## src/hw/pp_exec_params.svh

```systemverilog
// constants for the peripheral processor short-opcode executor
// assumes 12-bit local memory words and an 18-bit accumulator
`ifndef PP_EXEC_PARAMS_SVH
`define PP_EXEC_PARAMS_SVH

// ==================================================================
// widths
`define ADDR_W 12
`define ACC_W 18
`define FIELD_W 6

// ==================================================================
// operation codes (upper field of the instruction word)
`define OP_PASS 6'h00
`define OP_LONG_JUMP 6'h01
`define OP_RETURN_JUMP 6'h02
`define OP_REL_JUMP 6'h03
`define OP_ZERO_JUMP 6'h04
`define OP_NONZERO_JUMP 6'h05
`define OP_PLUS_JUMP 6'h06
`define OP_MINUS_JUMP 6'h07
`define OP_ACC_SHIFT 6'h08
`define OP_SHORT_XOR 6'h09
`define OP_SHORT_AND 6'h0A
`define OP_SELECTIVE_CLEAR 6'h0B
`define OP_SHORT_LOAD 6'h0C
`define OP_SHORT_LOAD_INV 6'h0D
`define OP_SHORT_ADD 6'h0E
`define OP_SHORT_SUB 6'h0F
`define OP_WIDE_LOAD 6'h10
`define OP_WIDE_ADD 6'h11
`define OP_WIDE_AND 6'h12
`define OP_WIDE_XOR 6'h13

// ==================================================================
// relative-jump offsets that hang the processor
`define HANG_FWD 6'h00
`define HANG_BACK 6'h3F

// ==================================================================
// reset values and program counter steps
`define PC_RESET 12'h000
`define ACC_RESET 18'h00000
`define PC_STEP_ONE 12'h001
`define PC_STEP_TWO 12'h002
`define UPPER_ZERO 12'h000

`endif

```

## src/hw/pp_exec_pkg.sv

```systemverilog
// types shared by the short-opcode executor
// assumes nothing beyond a SystemVerilog elaborator
package pp_exec_pkg;

  // ================================================================
  // sequencer states
  typedef enum logic [3:0] {
    ST_START,
    ST_FETCH,
    ST_DECODE,
    ST_TRAIL_RQ,
    ST_TRAIL,
    ST_INDEX_RQ,
    ST_INDEX,
    ST_STORE,
    ST_HUNG
  } exec_state_t;

endpackage

```

## src/hw/peripheral_proc_op_execute.sv

```systemverilog
// peripheral processor executor for operation codes 00 through 23
// assumes a local memory answering a read one cycle after the request
//
// Notes on behaviour
// - one-word and two-word instructions, trailing operand word
// - opcode 00 is a pass
// - long jump to trailing word, plus indexed word when d is nonzero
// - return jump stores P+2, resumes target+1
// - relative jump adds sign-extended short offset
// - taken relative jump with offset 00 or 77 hangs processor
// - zero jump only on positive zero
// - plus jump when sign bit clear
// - minus jump when sign bit set
// - shift left circular or right end-off
// - short xor touches low six bits only
// - short and clears upper twelve bits
// - selective clear of low six bits
// - short load zero-extended
// - short load inverted, upper bits ones
// - add unsigned short operand
// - subtract unsigned short operand
// - wide load from short and trailing word
// - wide add of eighteen-bit immediate
// - wide and with eighteen-bit immediate
// - wide xor with eighteen-bit immediate
// - memory addresses wrap from 7777 to 0000
`timescale 1ns/1ns
`default_nettype none
`include "pp_exec_params.svh"

module peripheral_proc_op_execute
  import pp_exec_pkg::*;
(
  input wire logic clk,                         // instruction clock
  input wire logic resetn,                      // deadstart, active low
  output logic mem_rd,                          // memory read strobe
  output logic mem_wr,                          // memory write strobe
  output logic [`ADDR_W-1:0] mem_addr,          // memory word address
  output logic [`ADDR_W-1:0] mem_wdata,         // memory write data
  input wire logic [`ADDR_W-1:0] mem_rdata,     // read data, next cycle
  output logic [`ACC_W-1:0] acc,                // accumulator contents
  output logic [`ADDR_W-1:0] pc,                // program address
  output logic hung,                            // stopped until deadstart
  output logic instr_done                       // pulse per instruction
);

  // ================================================================
  // state
  exec_state_t state_r, state_nxt;
  logic [`ADDR_W-1:0] p_r, p_nxt;
  logic [`ACC_W-1:0] acc_r, acc_nxt;
  logic [`ADDR_W-1:0] ir_r, ir_nxt;
  logic [`ADDR_W-1:0] m_r, m_nxt;
  logic rd_r, rd_nxt;
  logic wr_r, wr_nxt;
  logic [`ADDR_W-1:0] addr_r, addr_nxt;
  logic [`ADDR_W-1:0] wdata_r, wdata_nxt;
  logic done_r, done_nxt;

  // ================================================================
  // field decode: the word in hand is live read data while decoding
  logic [`ADDR_W-1:0] ins;
  logic [5:0] op;
  logic [5:0] d;
  logic [`ACC_W-1:0] short_ext;
  logic [`ACC_W-1:0] wide_imm;
  assign ins = (state_r == ST_DECODE) ? mem_rdata : ir_r;
  assign op = ins[11:6];
  assign d = ins[5:0];
  assign short_ext = {`UPPER_ZERO, d};
  assign wide_imm = {d, mem_rdata};

  // ================================================================
  // addresses: 12-bit sums wrap naturally past 7777
  logic [`ADDR_W-1:0] p_plus1;
  logic [`ADDR_W-1:0] p_plus2;
  logic [`ADDR_W-1:0] rel_target;
  logic [`ADDR_W-1:0] idx_target;
  assign p_plus1 = p_r + `PC_STEP_ONE;
  assign p_plus2 = p_r + `PC_STEP_TWO;
  assign rel_target = p_r + {{6{d[5]}}, d};
  assign idx_target = m_r + mem_rdata;

  // ================================================================
  // jump conditions; only +0 counts as zero, -0 is nonzero
  logic acc_zero;
  logic acc_neg;
  logic is_rel;
  logic take;
  logic hang_d;
  assign acc_zero = (acc_r == `ACC_RESET);
  assign acc_neg = acc_r[`ACC_W-1];
  assign is_rel = (op >= `OP_REL_JUMP) && (op <= `OP_MINUS_JUMP);
  assign hang_d = (d == `HANG_FWD) || (d == `HANG_BACK);
  assign take = (op == `OP_REL_JUMP) ||
                ((op == `OP_ZERO_JUMP) && acc_zero) ||
                ((op == `OP_NONZERO_JUMP) && !acc_zero) ||
                ((op == `OP_PLUS_JUMP) && !acc_neg) ||
                ((op == `OP_MINUS_JUMP) && acc_neg);

  // ================================================================
  // arithmetic: one adder serves short add and subtract and wide add
  logic [`ACC_W-1:0] add_x;
  logic [`ACC_W-1:0] add_b;
  logic [`ACC_W-1:0] add_sum;
  logic [`ACC_W-1:0] shift_out;
  assign add_x = op[4] ? wide_imm : short_ext;
  assign add_b = (op == `OP_SHORT_SUB) ? ~add_x : add_x;

  ones_comp_adder #(.W(`ACC_W)) u_adder (
    .a(acc_r),
    .b(add_b),
    .sum(add_sum)
  );

  acc_rotate_shifter #(.W(`ACC_W)) u_shifter (
    .a(acc_r),
    .count(d),
    .shifted(shift_out)
  );

  // ================================================================
  // short-operand results, selected while decoding
  logic [`ACC_W-1:0] short_res;
  logic is_short;
  assign is_short = (op >= `OP_ACC_SHIFT) && (op <= `OP_SHORT_SUB);
  always_comb begin
    case (op)
      `OP_ACC_SHIFT: short_res = shift_out;
      `OP_SHORT_XOR: short_res = {acc_r[17:6], acc_r[5:0] ^ d};
      `OP_SHORT_AND: short_res = {`UPPER_ZERO, acc_r[5:0] & d};
      `OP_SELECTIVE_CLEAR:
        short_res = {acc_r[17:6], acc_r[5:0] & ~d};
      `OP_SHORT_LOAD: short_res = short_ext;
      `OP_SHORT_LOAD_INV: short_res = ~short_ext;
      `OP_SHORT_ADD: short_res = add_sum;
      `OP_SHORT_SUB: short_res = add_sum;
      default: short_res = acc_r;
    endcase
  end

  // ================================================================
  // wide-operand results, selected once the trailing word arrives
  logic [`ACC_W-1:0] wide_res;
  always_comb begin
    case (op)
      `OP_WIDE_LOAD: wide_res = wide_imm;
      `OP_WIDE_ADD: wide_res = add_sum;
      `OP_WIDE_AND: wide_res = acc_r & wide_imm;
      `OP_WIDE_XOR: wide_res = acc_r ^ wide_imm;
      default: wide_res = acc_r;
    endcase
  end

  // ================================================================
  // sequencer; memory strobes are registered so they never glitch
  always_comb begin
    state_nxt = state_r;
    p_nxt = p_r;
    acc_nxt = acc_r;
    ir_nxt = ir_r;
    m_nxt = m_r;
    rd_nxt = 1'b0;
    wr_nxt = 1'b0;
    addr_nxt = addr_r;
    wdata_nxt = wdata_r;
    done_nxt = 1'b0;
    case (state_r)
      ST_START: begin
        rd_nxt = 1'b1;
        addr_nxt = p_r;
        state_nxt = ST_FETCH;
      end
      ST_FETCH: begin
        state_nxt = ST_DECODE;
      end
      ST_DECODE: begin
        ir_nxt = ins;
        if ((op == `OP_LONG_JUMP) || (op == `OP_RETURN_JUMP) ||
            (op[5:2] == 4'h4)) begin
          // two-word forms fetch the trailing word at P+1
          rd_nxt = 1'b1;
          addr_nxt = p_plus1;
          state_nxt = ST_TRAIL_RQ;
        end else if (is_rel && take && hang_d) begin
          state_nxt = ST_HUNG;
        end else begin
          if (is_rel && take) begin
            p_nxt = rel_target;
          end else begin
            p_nxt = p_plus1;
          end
          if (is_short) begin
            acc_nxt = short_res;
          end
          done_nxt = 1'b1;
          rd_nxt = 1'b1;
          addr_nxt = (is_rel && take) ? rel_target : p_plus1;
          state_nxt = ST_FETCH;
        end
      end
      ST_TRAIL_RQ: begin
        state_nxt = ST_TRAIL;
      end
      ST_TRAIL: begin
        m_nxt = mem_rdata;
        if (op[4]) begin
          acc_nxt = wide_res;
          p_nxt = p_plus2;
          done_nxt = 1'b1;
          rd_nxt = 1'b1;
          addr_nxt = p_plus2;
          state_nxt = ST_FETCH;
        end else if (d != `HANG_FWD) begin
          // index word lives at address d
          rd_nxt = 1'b1;
          addr_nxt = {`FIELD_W'h00, d};
          state_nxt = ST_INDEX_RQ;
        end else if (op == `OP_RETURN_JUMP) begin
          wr_nxt = 1'b1;
          addr_nxt = mem_rdata;
          wdata_nxt = p_plus2;
          p_nxt = mem_rdata + `PC_STEP_ONE;
          state_nxt = ST_STORE;
        end else begin
          p_nxt = mem_rdata;
          done_nxt = 1'b1;
          rd_nxt = 1'b1;
          addr_nxt = mem_rdata;
          state_nxt = ST_FETCH;
        end
      end
      ST_INDEX_RQ: begin
        state_nxt = ST_INDEX;
      end
      ST_INDEX: begin
        if (op == `OP_RETURN_JUMP) begin
          wr_nxt = 1'b1;
          addr_nxt = idx_target;
          wdata_nxt = p_plus2;
          p_nxt = idx_target + `PC_STEP_ONE;
          state_nxt = ST_STORE;
        end else begin
          p_nxt = idx_target;
          done_nxt = 1'b1;
          rd_nxt = 1'b1;
          addr_nxt = idx_target;
          state_nxt = ST_FETCH;
        end
      end
      ST_STORE: begin
        done_nxt = 1'b1;
        rd_nxt = 1'b1;
        addr_nxt = p_r;
        state_nxt = ST_FETCH;
      end
      ST_HUNG: begin
        state_nxt = ST_HUNG;
      end
      default: begin
        state_nxt = ST_START;
      end
    endcase
  end

  // ================================================================
  // registers; deadstart is the only way out of the hung state
  always_ff @(posedge clk) begin
    if (!resetn) begin
      state_r <= ST_START;
      p_r <= `PC_RESET;
      acc_r <= `ACC_RESET;
      ir_r <= `UPPER_ZERO;
      m_r <= `UPPER_ZERO;
      rd_r <= 1'b0;
      wr_r <= 1'b0;
      addr_r <= `UPPER_ZERO;
      wdata_r <= `UPPER_ZERO;
      done_r <= 1'b0;
    end else begin
      state_r <= state_nxt;
      p_r <= p_nxt;
      acc_r <= acc_nxt;
      ir_r <= ir_nxt;
      m_r <= m_nxt;
      rd_r <= rd_nxt;
      wr_r <= wr_nxt;
      addr_r <= addr_nxt;
      wdata_r <= wdata_nxt;
      done_r <= done_nxt;
    end
  end

  // ================================================================
  // outputs
  assign mem_rd = rd_r;
  assign mem_wr = wr_r;
  assign mem_addr = addr_r;
  assign mem_wdata = wdata_r;
  assign acc = acc_r;
  assign pc = p_r;
  assign hung = (state_r == ST_HUNG);
  assign instr_done = done_r;

  logic dec;
  assign dec = (state_r == ST_DECODE);
endmodule

`default_nettype wire

```

## src/hw/ones_comp_adder.sv

```systemverilog
// ones' complement adder with end-around carry
// assumes the caller complements the second operand for a subtract
`timescale 1ns/1ns
`default_nettype none

module ones_comp_adder #(
  parameter int W = 18
) (
  input wire logic [W-1:0] a, // first operand
  input wire logic [W-1:0] b, // second operand
  output logic [W-1:0] sum    // ones' complement sum
);

  // ================================================================
  // carry out of the top bit folds back into the bottom
  logic [W:0] raw;
  assign raw = {1'b0, a} + {1'b0, b};
  assign sum = raw[W-1:0] + {{(W-1){1'b0}}, raw[W]};

endmodule

`default_nettype wire

```

## src/hw/acc_rotate_shifter.sv

```systemverilog
// accumulator shifter: circular left or end-off right
// assumes a 6-bit count whose top bit selects the direction
`timescale 1ns/1ns
`default_nettype none

module acc_rotate_shifter #(
  parameter int W = 18
) (
  input wire logic [W-1:0] a,     // value to shift
  input wire logic [5:0] count,   // signed ones' complement count
  output logic [W-1:0] shifted    // shifted result
);

  // ================================================================
  // left counts beyond the width wrap around the word
  localparam logic [4:0] WIDTH_K = 5'(W);
  logic [4:0] left_k;
  logic [4:0] right_k;
  logic [2*W-1:0] doubled;
  assign left_k = count[4:0] % WIDTH_K;
  assign doubled = {a, a} << left_k;
  // complement of a negative count gives the right distance, 71 -> 6
  assign right_k = ~count[4:0];
  assign shifted = count[5] ? (a >> right_k) : doubled[2*W-1:W];

endmodule

`default_nettype wire

```

## config.mk

```make
export PLATFORM = sky130hd
export DESIGN_NAME = peripheral_proc_op_execute
export DESIGN_NICKNAME = d
export VERILOG_FILES = /design/src/hw/pp_exec_pkg.sv /design/src/hw/peripheral_proc_op_execute.sv /design/src/hw/ones_comp_adder.sv /design/src/hw/acc_rotate_shifter.sv
export VERILOG_INCLUDE_DIRS = /design/src /design/src/hw
export SDC_FILE = /design/constraint.sdc
export NUM_CORES = 1
export LEC_CHECK = 0
export BUFFER_PORTS_ARGS = -buffer_cell sky130_fd_sc_hd__buf_2
export CELL_PAD_IN_SITES_DETAIL_PLACEMENT = 1
export CELL_PAD_IN_SITES_GLOBAL_PLACEMENT = 2
export CORE_ASPECT_RATIO = 0.7
export CORE_MARGIN = 3
export CORE_UTILIZATION = 33
export DETAILED_ROUTE_END_ITERATION = 12
export PLACE_DENSITY = 0.82
export SYNTH_ARGS = -nofsm -noshare
export SYNTH_HDL_FRONTEND = slang
export SYNTH_SLANG_ARGS = --single-unit
```

## constraint.sdc

```tcl
create_clock -name clk -period 6.5 [get_ports clk]
set_input_delay 1.3 -clock clk [delete_from_list [all_inputs] [get_ports clk]]
set_output_delay 1.3 -clock clk [all_outputs]
set_load 0.005 [all_outputs]
```

Word-level counts from Yosys, hierarchy flattened:

Index checks and enable logic that the tools add are counted.

* register bits after elaboration: 85
* output and inout port bits: 58
* word-level logic and storage cells: 156
* input port bits: 14

* add/subtract/negate cells: 8
* magnitude comparators: 4
* muxes and demuxes: 47
* reduce and logical (&&, ||, !) cells: 32
* shift operators: 2
* divide/modulo/power cells: 1
* bitwise operators: 9
* equal/unequal tests: 42

Operators by type and width (count)
* two-way mux 12 bit: 14
* two-way mux 18 bit: 7
* one-hot mux 18 bit (7 select lines): 1
* one-hot mux 18 bit (4 select lines): 1
* equality test 6 x 4 -> 1 bit (second input constant): 8
* one-hot mux 12 bit (4 select lines): 1
* adder 12 x 1 -> 12 bit (second input constant): 3
* one-hot mux 12 bit (3 select lines): 1
* one-hot mux 18 bit (2 select lines): 1
* left shift 36 x 5 -> 36 bit: 1
* one-hot mux 4 bit (8 select lines): 1
* adder 12 bit: 2
* equality test 6 x 3 -> 1 bit (second input constant): 4
* equality test 6 x 5 -> 1 bit (second input constant): 4
* one-hot mux 12 bit (2 select lines): 1
* equality test 4 x 3 -> 1 bit (second input constant): 5
* adder 18 x 18 -> 19 bit: 1
* adder 18 x 1 -> 18 bit: 1
* bitwise AND 18 bit: 1
* zero test 18 bit: 1
* inverter 18 bit: 1
* inverter 6 -> 18 bit: 1
* >> shifter 18 x 5 -> 18 bit: 1
* XOR 18 bit: 1
* 41 further kinds: 82

Depth between registers and ports, before layout:

Gate-level depths: netlist of run 1.

* depth after elaboration: 13
* gate-level depth with buffers: 31
* gate-level depth less buffers: 26

Hierarchy:

Synthesis of run 1 repeated with hierarchy kept, for this count alone.

* cells, all modules: 1567
* area total of the unflattened synthesis: 11519.8 um^2

Modules (own cells, without submodules)
* peripheral_proc_op_execute: seq. area each 1701.6 um^2, area an instance 7559.8 um^2, cells an instance 1009, instances 1
* acc_rotate_shifter: seq. area each 0.0 um^2, area an instance 2662.6 um^2, cells an instance 385, instances 1
* ones_comp_adder: seq. area each 0.0 um^2, area an instance 1297.5 um^2, cells an instance 173, instances 1

Worst setup path after synthesis of run 1:

OpenSTA, ideal clock, no wires.

* kind: input to register
* from: input mem_rdata[10]
* to: register acc_r[16] (netlist: acc[16])
* stages on the path: 28
* data arrival time: 6235 ps
* setup slack: 151 ps
* buffers on the path: 4
* data required time: 6386 ps
* cells stage by stage: clkbuf_1 -> mux2i_2 -> clkbuf_1 -> buf_1 -> clkbuf_1 -> nand2_1 -> o21ai_0 -> xnor2_1 -> ha_1 -> fa_1 -> a211oi_1 -> o211ai_1 -> a41o_1 -> nand4_1 -> nand2_1 -> a21o_1 -> a21o_1 -> ha_1 -> ha_1 -> nand2_1 -> nor3_1 -> nand2_1 -> nor3_1 -> nand4_1 -> nor3_1 -> xnor2_1 -> o21ai_0 -> a21o_1

* cells in the longest elaborated chain, start to end: 11
* elaborated cells on any way between the ends: 61
* those cells by class: 2 x add/sub; 4 x order compare; 28 x eq/ne; 10 x mux; 1 x bitwise; 16 x reduce/logical

Ends and longest elaborated chain
* start: declaration: RTL line peripheral_proc_op_execute.sv:40 `` input wire logic [`ADDR_W-1:0] mem_rdata, ``
* parallel branches: the longest is 11 deep, another holds adder 18 x 18 -> 19 bit
* end signal: assignment: RTL line peripheral_proc_op_execute.sv:272 `` acc_r <= `ACC_RESET; ``
* end signal: assignment: RTL line peripheral_proc_op_execute.sv:283 `acc_r <= acc_nxt;`
* end: declaration: RTL line peripheral_proc_op_execute.sv:51 `` logic [`ACC_W-1:0] acc_r, acc_nxt; ``

Parallel ways; which one is timed is not known. The select of a mux whose other input is x is not followed.
A chain may end at the register's enable or synchronous reset.

Worst setup path after layout of run 1:

* from: register state_r[1]
* to: register acc_r[16] (netlist: acc[16])

* cells in the longest elaborated chain, start to end: 12
* elaborated cells on any way between the ends: 74
* those cells by class: 2 x add/sub; 1 x div; 4 x order compare; 31 x eq/ne; 2 x shift; 11 x mux; 4 x bitwise; 19 x reduce/logical

Ends and longest elaborated chain
* start: declaration: RTL line peripheral_proc_op_execute.sv:49 `exec_state_t state_r, state_nxt;`
* start signal: assignment: RTL line peripheral_proc_op_execute.sv:281 `state_r <= state_nxt;`
* parallel branches: the longest is 12 deep, another holds remainder unit 5 x 5 -> 5 bit

Parallel ways; which one is timed is not known. The select of a mux whose other input is x is not followed.

==> results of run 1 <==
==> layout by cell type (no fill, tap or decap), drive strengths merged, types with 21 or more instances in the layout <==
cell	count
mux2i	72
a21oi	128
mux2	21
o21ai	110
a221oi	25
a211oi	31
buf	127
a31oi	27
nand3	42
dfxtp	85
inv	27
nor2	139
nor3	38
ha	68
nand2	218
xnor2	56
xor2	37
==> worst min-delay path by stage <==
stage	startpoint	cells past startpoint	to	slack (ns)
after floorplan	m_r[0]$_SDFFE_PN0P_	2	m_r[0]$_SDFFE_PN0P_	0.44
after global placement	mem_wdata[0]$_SDFFE_PN0P_	2	mem_wdata[0]$_SDFFE_PN0P_	0.45
after detailed placement	mem_wdata[0]$_SDFFE_PN0P_	2	mem_wdata[0]$_SDFFE_PN0P_	0.45
after CTS	mem_wdata[0]$_SDFFE_PN0P_	2	mem_wdata[0]$_SDFFE_PN0P_	0.46
after global routing	m_r[7]$_SDFFE_PN0P_	2	m_r[7]$_SDFFE_PN0P_	0.48
final	mem_wdata[0]$_SDFFE_PN0P_	2	mem_wdata[0]$_SDFFE_PN0P_	0.45
==> per-stage QoR <==
| step | power [W] | std cells | area [µm²] |
|---|---|---|---|
| 6_report | 0.00238 | 1961 | 12000 |
| 5_1_grt | 0.00249 | 1961 | 12000 |
| 4_1_cts | 0.00234 | 1953 | 11900 |
| 3_5_place_dp | 0.00177 | 1937 | 11600 |
| 3_3_place_gp | 0.00175 | 1937 | 11600 |
| 2_1_floorplan | 0.00138 | 1502 | 10800 |
==> per-layer routing <==
| metal | wire (µm) | vias to the layer above | share of wire, % | global-route usage, % |
|---|---|---|---|---|
| met2 | 19900 | 631 | 38 | 39.2 |
| li1 | - | 5644 | - | - |
| met4 | 911 | 2 | 1.8 | 5.84 |
| met3 | 6380 | 75 | 12 | 9.62 |
| met5 | 100 | - | 0.19 | 2.02 |
| met1 | 24700 | 6155 | 48 | 43.4 |
==> sequential cells by signal, summed over array words and instances, names as in the netlist, 4 cells and up <==
name,flops
state_r,4
m_r,12
mem_wdata,12
ir_r,12
pc,12
mem_addr,12
acc,18
==> worst max-delay path, stage by stage, from the launching register on <==
cell,delay (ns)
dfxtp_1,0.43
buf_4,0.33
nor4b_2,0.54
nor3b_2,0.16
o21ai_0,0.27
nor3_1,0.12
nand2_1,0.20
buf_4,0.22
xor2_1,0.17
ha_1,0.31
o211ai_1,0.15
o211ai_1,0.25
a41o_1,0.25
nand4_1,0.11
nand2_1,0.12
a21o_1,0.12
a21o_1,0.14
ha_1,0.17
ha_1,0.19
nand2_1,0.06
nor3_1,0.25
nand2_1,0.11
nor3_1,0.25
nand4_1,0.26
nor3_1,0.30
xnor2_1,0.17
a211oi_1,0.10
a21o_1,0.20
==> logic make-up (layout without fill, tap and decap cells) <==
group           after synthesis  in the layout  synth area share [%]
mux                          94             94                  9.95
compound gates              484            484                  29.6
buf+inv                     132            170                  5.55
fa+ha+maj                    71             71                  8.42
xor+xnor                     94             94                  7.73
flops                        85             85                  15.7
simple gates                542            543                  23.1
==> power breakdown <==
group / total, W / internal, W / switching [W]
registers: 0.000643 / 0.000563 / 0.0000797
logic: 0.00118 / 0.000396 / 0.000779
clock network: 0.000560 / 0.000300 / 0.000260
==> what timing repair did <==
item	CTS	global route
setup buffers	0	7
resized for setup	0	5
endpoints found under the setup margin	0	7
==> final cells by class <==
class,instances,area (µm²)
Fill cell,4016,19800
Multi-Input combinational cell,1286,8580
Sequential cell,85,1700
Timing Repair Buffer,127,788
Tap cell,420,526
Clock buffer,9,225
Inverter,27,104
Clock inverter,7,75.1
==> results by stage, run 1 <==
Worst setup path:
- The worst setup path startpoint is state_r[1]$_SDFF_PN0_.
- Data on the critical path is required at its endpoint by 6.77 ns.
- Data on the critical path arrives at its endpoint at 6.34 ns.
- The worst reg-to-reg path cell count is 27.
- In this run the critical register-to-register path is launched from state_r[1]$_SDFF_PN0_.
- The most critical setup path has its endpoint at acc[16]$_SDFFE_PN0P_.
- The endpoint identified for the worst register-to-register timing path is acc[16]$_SDFFE_PN0P_.
- The kind of launch point of the worst setup path is a flip-flop.
- The kind of capture point of the worst setup path is a flip-flop.
- The critical path is of the flip-flop to flip-flop type.
- The setup slack of the most critical reg-to-reg path is 0.44 ns.
- Of all nets on the critical path, the largest fanout is 24.

Cells and area:
- The count of inserted antenna diode cells is 0.
- The net count of the finished layout is 1621.
- The final core utilization is 37.8%.
- The area added between synthesis and finish is 10.8%.
- Cells with a size suffix above 1 make up 14.1% of the layout.

Global routing:
- The first global-routing pass estimated 78000 µm of wire.
- The pin count of the biggest net entering global routing is 47.
- The number of global-route vias before repair is 12142.
- Global routing used 28.9% of the available tracks.
- The total congestion overflow after global routing is 0.
- The initial antenna violation count is 0.

Clocking:
- The maximum number of buffers from clock root to sink is 2.
- The clock latency on the worst-skew pair is 0.37 ns.
- The number of clock buffers added by TritonCTS is 9.
- TritonCTS built the clock tree.
- After clock tree synthesis, the flow added hold-fix buffers numbering 0.
- After clock tree synthesis, the clock-pin slew on the worst setup and hold paths is 0.08 ns.
- The tree is rooted in a clkbuf_16.
- The number of levels in the clock H-tree is 3.
- The number of sinks handled by clock tree synthesis is 85.

Route:
- In the routed design, unresolved DRC markers number 0.
- Using the TritonRoute via totals, the vias-per-cell ratio works out to 6.38.
- The number of violations reported at the end of detailed-routing iteration 0 is 1482.
- The routed design has 51900 µm of wire.
- The count of nets left with antenna violations after detail routing is 0.
- The length of the first detailed-routing pass in iterations is 7.
- Dividing the detail-routed wire length by the instance count gives 26.5 µm.
- The vias after detailed routing is 12507.

STA:
- The shortest period the worst path allows is 6.06 ns.
- The slew at the pin closest to its max-slew limit is 1.22 ns.
- The setup skew after layout is 0.0152 ns.
- Setup violations remaining at the end of the flow were counted as 0.
- The count of final max-slew check failures is 0.
- The remaining max-slew budget at the tightest pin is 18.5%.
- The share of the clock period used by the worst path after layout is 93.3%.
- Setup repair after global routing left no endpoint under its margin.
- After routing, the total negative slack on setup checks comes to 0 ns.
- Setup slack on the critical path of the routed design comes to 0.436 ns.
- The smallest hold slack is 0.455 ns.
- The maximum clock rate is 165 MHz.
- The final number of hold-violating endpoints is 0.

Yosys:
- In the post-synthesis netlist, the biggest area contributors are dfxtp_1, ha_1, nand2_1.
- The number of synthesized flops with an enable pin is 0.
- The count of cell types in the netlist is 99.
- The cell taking the most area after synthesis is dfxtp_1.
- In the synthesized netlist the dominant register cell turns out to be dfxtp_1.
- The share of the synthesized area in the top cell type is 15.7%.
- For this run, the register share of the synthesized area comes to 15.7%.
- The instance count of the mapped netlist is 1502.
- By instance count, the leading cell after synthesis is nand2_1.
- The total nets after synthesis is 1587.
- After synthesis the cells add up to 0.0108 mm².
- By count the netlist is led by nand2_1, nor2_1, a21oi_1, o21ai_0, dfxtp_1.
- For this run, asynchronously set or reset flops after synthesis account for 0%.
- During synthesis, Yosys emitted a total of 0 warnings.
- The per-instance average area after synthesis is 7.21 µm².
- The synthesized flop and latch total is 85.

Job:
- The max-cap check violation count is 0.

Die:
- The number of cell rows is 54.
- The die is 158 µm tall.
- The I/O pin total is 72.
- The area of the core region is 0.0318 mm².
- The overall die area is 0.0350 mm².
- The die span in x is 222 µm.
- The initial standard-cell utilization of the core is 34.1%.

Placed design:
- The placed wire-length estimate is 38600 µm.
- The pre-CTS worst setup slack is 0.0588 ns.
- Port buffering added 71 buffers.
- The weighted congestion at the end of routability-driven global placement is 0.953.

Outcome:
- The run finished with clean final reports.

Pwr:
- The leakage component of the power is 5.11 nW.
- The power per cell area is 198 mW/mm².
- The maximum resistive drop on vdd is 0.000139 V.

Hold path:
- The tightest min-delay check is of the flip-flop to flip-flop type.
(Power assumes the default switching activity.)
==> run 2, diff against run 1 <==
--- a/config.mk
+++ b/config.mk
@@ -12,6 +12,7 @@
 export CORE_ASPECT_RATIO = 0.7
 export CORE_MARGIN = 3
 export CORE_UTILIZATION = 33
+export CTS_BUF_LIST = sky130_fd_sc_hd__clkbuf_2 sky130_fd_sc_hd__clkbuf_4 sky130_fd_sc_hd__clkbuf_8
 export DETAILED_ROUTE_END_ITERATION = 12
 export PLACE_DENSITY = 0.82
 export SYNTH_ARGS = -nofsm -noshare
==> results by stage, run 2 (synthesis results as in run 1) <==
Global routing:
- The pin count of the biggest net entering global routing is 47.
- The first-pass GRT wire length is 78000 µm.
- The total congestion overflow after global routing is 0.
- The initial antenna violation count is 1.
- Global routing used 28.8% of the available tracks across all layers.
- The number of global-route vias before repair is 12109.

Cells and area:
- The area taken by multi-input logic gates is 0.00859 mm².
- Excluding fillers, the count of instances in the completed layout stands at 1962.
- The register with the most flip-flops in the layout has 18 of them.
- The total non-filler cell area in the finished layout is 0.0119 mm².
- The storage element area is 0.00170 mm².
- The count of inserted antenna diode cells is 0.
- The number of fillers in the final layout is 4023.
- The area growth from synthesis to layout is 10.1%.
- The library cells used most frequently in the layout, excluding fill and tap cells, are nand2_1, nor2_1, a21oi_1.
- The library cell used most frequently in the layout, excluding fill and tap cells, is nand2_1.
- The share of cells above drive strength 1 is 14.1%.
- After the last flow step, the layout net total stands at 1622.

Clocking:
- After clock tree synthesis, the clock-pin slew on the worst setup and hold paths is 0.11 ns.
- In this run, CTS created clock tree buffers numbering 9.
- The hold-fix buffer count after cts is 0.
- The maximum number of buffers from clock root to sink is 2.
- The clock latency on the worst-skew pair is 0.42 ns.
- The clock root buffer is clkbuf_8.
- The number of sinks handled by clock tree synthesis is 85.
- The H-tree generated during clock tree synthesis spans 3 levels.
- The CTS tree is built.

Outcome:
- The run finished with clean final reports.

Worst setup path:
- For the worst flop-to-flop path, the logic depth is 26.
- The cell class contributing the biggest share of worst-path delay is simple AND/OR/NAND/NOR gates.
- The worst setup path is launched from a flip-flop.
- The data arrival time of the critical path is 6.37 ns.
- The critical path's largest stage delay is 0.66 ns.
- The end of the worst register-to-register path is acc[16]$_SDFFE_PN0P_.
- The cell type of the slowest stage on the worst timing path is or4b_4.
- In this run the critical register-to-register path is launched from state_r[1]$_SDFF_PN0_.
- The biggest fanout along the worst timing path is 13.
- STA classifies the critical path endpoint as a flip-flop.
- The setup slack of the most critical reg-to-reg path is 0.46 ns.
- The type of the worst setup path is flip-flop to flip-flop.
- The required time at the worst-slack endpoint is 6.83 ns.
- Together, buffers and inverters on the worst path number 1.

STA:
- The remaining max-slew budget at the tightest pin is 19.5%.
- The setup skew after layout is 0.0213 ns.
- The final number of hold-violating endpoints came to 0.
- The count of final max-slew check failures was 0.
- The maximum clock rate is 166 MHz.
- Summed over all failing endpoints, the final setup total negative slack is 0 ns.
- Setup repair after global routing left no endpoint under its margin.
- The shortest period the worst path allows is 6.04 ns.
- The share of the clock period used by the worst path after layout is 92.9%.
- The final worst setup slack is 0.464 ns.
- For the pin with the worst max-slew slack, the measured transition is 1.20 ns.
- The final setup violation count is 0.

Die:
- The number of cell rows is 54.
- The initial utilization of the core area, before any placement, comes to 34.1%.
- The die covers 0.0350 mm².
- Pin placement for this block handled 72 I/O pins.
- The area of the core region is 0.0318 mm².
- The die span in x is 222 µm.
- The chip height is 158 µm.

Pwr:
- The leakage component of the power is 5.07 nW.
- The clock network is responsible for 19.0% of the overall power.
- The power spent charging and discharging nets is 0.00110 W.
- In this run the power density over the cells is 188 mW/mm².
- Internal power comes to 0.00114 W.
- Registers are responsible for 28.7% of the overall power.
- The switching part of the total power is 49.2%.
- The part of the total power dissipated in combinational logic is 52.3%.
- The maximum resistive drop on vdd is 0.000113 V.

Route:
- The total wire length after detailed routing is 51900 µm.
- The detailed router finished its first iteration with 1341 violations.
- Once detail routing completed, the nets flagged for antenna violations numbered 0.
- After detailed routing, the average wire length per cell comes to 26.4 µm.
- Before antenna repair, the detailed router went through 5 iterations.
- The DRC violations left is 0.
- The vias after detailed routing is 12504.
- The number of vias per cell is 6.37.

Hold path:
- The destination of the worst hold path is mem_wdata[0]$_SDFFE_PN0P_.
- The worst min-delay path class is flip-flop to flip-flop.
- The number of instances on the worst hold path is 2.
- The startpoint identified for the worst hold timing path is mem_wdata[0]$_SDFFE_PN0P_.

Placed design:
- The placed instances occupy a cell area of 0.0116 mm².
- At the placement stage, the worst setup path has a slack of 0.0588 ns.
- The placed wire-length estimate is 38600 µm.
- The weighted congestion at the end of routability-driven global placement is 0.953.
- Buffers placed on the I/O ports in this run total 71.
- Including well taps, the total number of placed cells is 1937.

Job:
- The max-cap check violation count is 0.
-- run 2: cell count changes in the layout (fill, tap and decap cells not counted), sizes merged --
cell  delta
buf      +1
-- run 2: worst reg2reg max path, delay by kind of cell, from the launching register on --
family / cells / cell delay (ns)
AOI/OAI and AO/OA: 8 / 1.33
xor gates and xnor gates: 2 / 0.34
adders and majority gates: 3 / 0.76
buffers and inverters: 1 / 0.23
DFF: 1 / 0.45
muxes: 1 / 0.23
and+or+nand+nor: 11 / 2.64
-- run 2: layer usage --
metal	wire (µm)	global-route usage (%)
met1	24600	43.5
met2	19900	39.0
met3	6590	9.84
met4	835	5.72
met5	7	0
-- run 2: what timing repair did --
item | 4_1_cts | 5_1_grt
endpoints found under the setup margin | 0 | 7
setup buffers | 0 | 8
resized for setup | 0 | 6
-- run 2: layout make-up --
| cell class | count | area share [%] |
|---|---|---|
| clock buffers | 9 | 1.04 |
| clock inverters | 7 | 0.630 |
| inverters | 27 | 0.872 |
| multi-input cells | 1286 | 72.1 |
| flip-flops and latches | 85 | 14.3 |
| well taps | 420 | 4.41 |
| repair buffers | 128 | 6.68 |
-- run 2: worst max-delay path by stage --
stage / slack (ns) / start / depth (start not counted) / to
finish: 0.46 / state_r[1]$_SDFF_PN0_ / 26 / acc[16]$_SDFFE_PN0P_
global route: 0.08 / state_r[2]$_SDFF_PN0_ / 26 / acc[14]$_SDFFE_PN0P_
floorplan: 0.15 / mem_rdata[10] / 28 / acc[16]$_SDFFE_PN0P_
detailed placement: 0.06 / mem_rdata[11] / 27 / acc[16]$_SDFFE_PN0P_
CTS: 0.34 / state_r[0]$_SDFF_PN0_ / 24 / acc[9]$_SDFFE_PN0P_
global placement: 0.36 / mem_rdata[11] / 27 / acc[16]$_SDFFE_PN0P_
-- run 2: power groups by stage --
stage               logic [W]  registers [W]  clock network [W]
floorplan            0.000764       0.000618                  0
global placement      0.00110       0.000648                  0
detailed placement    0.00112       0.000649                  0
CTS                   0.00113       0.000637           0.000433
global route          0.00126       0.000649           0.000448
finish                0.00117       0.000644           0.000427
-- run 2: metrics by stage --
step	util (%)	power [W]	hold WS (ns)
global route	37.5	0.00236	0.487
CTS	37.2	0.00220	0.465
detailed placement	36.6	0.00177	0.450
global placement	36.6	0.00175	0.446
floorplan	-	0.00138	0.440
finish	37.5	0.00224	0.459
==> run 3, diff against run 2 <==
--- a/config.mk
+++ b/config.mk
@@ -9,7 +9,6 @@
 export BUFFER_PORTS_ARGS = -buffer_cell sky130_fd_sc_hd__buf_2
 export CELL_PAD_IN_SITES_DETAIL_PLACEMENT = 1
 export CELL_PAD_IN_SITES_GLOBAL_PLACEMENT = 2
-export CORE_ASPECT_RATIO = 0.7
 export CORE_MARGIN = 3
 export CORE_UTILIZATION = 33
 export CTS_BUF_LIST = sky130_fd_sc_hd__clkbuf_2 sky130_fd_sc_hd__clkbuf_4 sky130_fd_sc_hd__clkbuf_8
==> results by stage, run 3 (synthesis results as in run 1) <==
Worst setup path:
- The worst register-to-register path ends at acc[9]$_SDFFE_PN0P_.
- STA puts the critical path data arrival time at 6.34 ns.
- The cell type of the slowest stage on the worst timing path is or4b_4.
- STA puts the critical path data required time at 6.79 ns.
- The worst reg-to-reg path cell count is 23.
- The type of the worst setup path is flip-flop to flip-flop.
- The origin of the critical flop-to-flop path is state_r[0]$_SDFF_PN0_.
- The setup slack of the most critical reg-to-reg path is 0.45 ns.
- The kind of launch point of the worst setup path is a flip-flop.
- In this run the worst path has a maximum fanout of 38.
- The worst setup path startpoint is state_r[0]$_SDFF_PN0_.
- The critical path goes through or4b_4 > mux2i_4 > buf_4 > o21ai_0 > xnor2_1 > ha_1 > fa_1 > a211oi_1 > o211ai_1 > a41o_1 > nand4_1 > nand2_1 > a21o_1 > a21o_1 > ha_1 > and3_1 > nand3_1 > nor3_2 > xnor2_1 > o21ai_0 > a221oi_1 > a41oi_1 > a32o_1.
- The critical path's largest stage delay is 0.75 ns.
- STA classifies the critical path endpoint as a flip-flop.

Cells and area:
- In the final layout, the share of cells above drive strength 1 is 13.4%.
- The count of inserted antenna diode cells is 0.
- The number of fillers in the final layout is 4023.
- The net total in the final layout is 1608.
- The register with the most flip-flops in the layout has 18 of them.
- Leaving out fill and tap cells, the most frequent cell in the layout is nand2_1.
- In the layout the commonest cells are nand2_1, nor2_1, a21oi_1.
- Across the whole layout, storage elements account for 0.00170 mm².
- The multi-input combinational cells in the finished layout cover a total of 0.00858 mm².
- Leaving out filler cells and counting taps, the final layout contains 1963.
- Relative to the synthesized area, the layout overhead comes to 9.14%.

Global routing:
- The first-pass GRT wire length is 74200 µm.
- The total congestion overflow after global routing is 0.
- The initial antenna violation count is 0.
- Entering global routing, the biggest net connects 47 pins.
- The combined global-route utilization of all metal layers is 26.9%.
- The number of global-route vias before repair is 12087.

Die:
- The die covers 0.0350 mm².
- The area of the core region is 0.0320 mm².
- The chip height is 187 µm.
- The I/O pin total is 72.
- The initial standard-cell utilization of the core is 33.9%.
- The die is 187 µm wide.
- The number of cell rows is 65.

Outcome:
- The flow ran to the end, and the final reports show no timing, DRC or antenna violations.

Placed design:
- During placement, the flow inserted port buffers numbering 71.
- The number of placed cells counting well taps is 1945.
- The weighted congestion at the end of routability-driven global placement is 0.936.
- After legalization and detailed placement, the total HPWL measured 36800 µm.
- The pre-CTS worst setup slack is -0.123 ns.

Route:
- The total wire length after detailed routing is 48900 µm.
- The average detailed-routed wire length per instance is 24.9 µm.
- The number of vias per cell is 6.24.
- The length of the first detailed-routing pass in iterations is 7.
- The vias after detailed routing is 12257.
- The detail route stage leaves a number of antenna-violating nets equal to 0.
- For this block, the initial DRC count from the detailed router was 1074.
- The DRC violations left is 0.

STA:
- The smallest hold slack is 0.469 ns.
- The share of the clock period used by the worst path after layout is 93.1%.
- The setup skew after layout is 0.0205 ns.
- Headroom to the max-slew limit came out at 11.0%.
- For this run, the top clock speed supported by timing is 165 MHz.
- The shortest period the worst path allows is 6.05 ns.
- The final number of hold-violating endpoints is 0.
- Setup slack on the critical path of the routed design comes to 0.448 ns.
- Adding up every negative setup slack in the final design gives 0 ns.
- The slew at the pin closest to its max-slew limit is 1.33 ns.
- Setup repair after global routing left no endpoint under its margin.
- The count of final max-slew check failures came to 0.
- The final setup violation count is 0.

Pwr:
- For this design the ratio of total power to cell area is 185 mW/mm².
- The analysis attributes to cell leakage a power of 5.01 nW.
- The maximum resistive drop on vdd is 0.000122 V.

Hold path:
- The number of instances on the worst hold path is 2.
- For hold timing, the worst endpoint is m_r[10]$_SDFFE_PN0P_.
- The startpoint of the tightest hold check path is m_r[10]$_SDFFE_PN0P_.
- The worst min-delay path class is flip-flop to flip-flop.

Clocking:
- The number of sinks handled by clock tree synthesis is 85.
- The clock root buffer is clkbuf_8.
- The H-tree generated during clock tree synthesis spans 3 levels.
- Buffers inserted during clock tree synthesis total 9.
- Counting along the longest clock path gives a buffer depth of 2.
- TritonCTS built the clock tree.
- The clock-pin transition on the worst setup and hold timing paths is 0.10 ns.
- The clock reaches the later pin of the worst-skew pair after 0.40 ns.

Job:
- Max-cap violations in this run came to 0.
run 3: cell types whose count changed in the layout (fill, tap and decap cells not counted), sizes merged:
cell    before  now
buf        128  115
clkbuf       9   10
clkinv       3    1
inv         27   28
or4b         3    2
run 3: how the worst max path moves through the flow:
stage	slack (ns)	endpoint	cells past startpoint
final	0.45	acc[9]$_SDFFE_PN0P_	23
after detailed placement	-0.12	acc[16]$_SDFFE_PN0P_	27
after floorplan	0.15	acc[16]$_SDFFE_PN0P_	28
after global routing	0.02	acc[16]$_SDFFE_PN0P_	26
after CTS	0.23	acc[16]$_SDFFE_PN0P_	27
after global placement	0.12	acc[16]$_SDFFE_PN0P_	27
run 3: worst max-delay path: cells and delay by family (launching register included):
kind                     cells  cell delay [ns]
multiplexers                 1             0.25
AO/OA/AOI/OAI               10             2.36
buffers and inverters        1             0.39
XOR/XNOR                     2             0.39
AND/OR/NAND/NOR              6             1.39
adder cells (fa/ha/maj)      3             0.85
flip-flops                   1             0.33
run 3: repair_timing:
item	in CTS	in global routing
buffers inserted	0	2
hold buffers	0	0
resized for setup	0	5
setup endpoints to repair	0	12
run 3: power by group:
part           switching, W  leakage [nW]  internal, W
registers         0.0000710         0.691     0.000563
clock network      0.000242        0.0929     0.000185
logic              0.000745          4.22     0.000384
run 3: cell type report:
class / count / area share (%)
well taps: 435 / 4.61
inverters: 27 / 0.879
clock inverters: 6 / 0.593
multi-input cells: 1285 / 72.6
clock buffers: 10 / 1.11
repair buffers: 115 / 5.80
flip-flops and latches: 85 / 14.4
run 3: layer usage:
layer | track usage [%] | vias up | wire length [µm]
li1 | - | 5588 | -
met1 | 38.5 | 6073 | 23000
met2 | 40.3 | 501 | 20500
met3 | 5.42 | 95 | 3730
met4 | 9.01 | 0 | 1650
met5 | 0 | - | 0
run 3: metrics by stage:
step                area, µm²  total power (W)  util (%)
CTS                     11800          0.00217      36.8
global placement        11600          0.00172      36.2
finish                  11800          0.00219      37.0
global route            11800          0.00231      37.0
detailed placement      11600          0.00174      36.2
floorplan               10800          0.00138         -
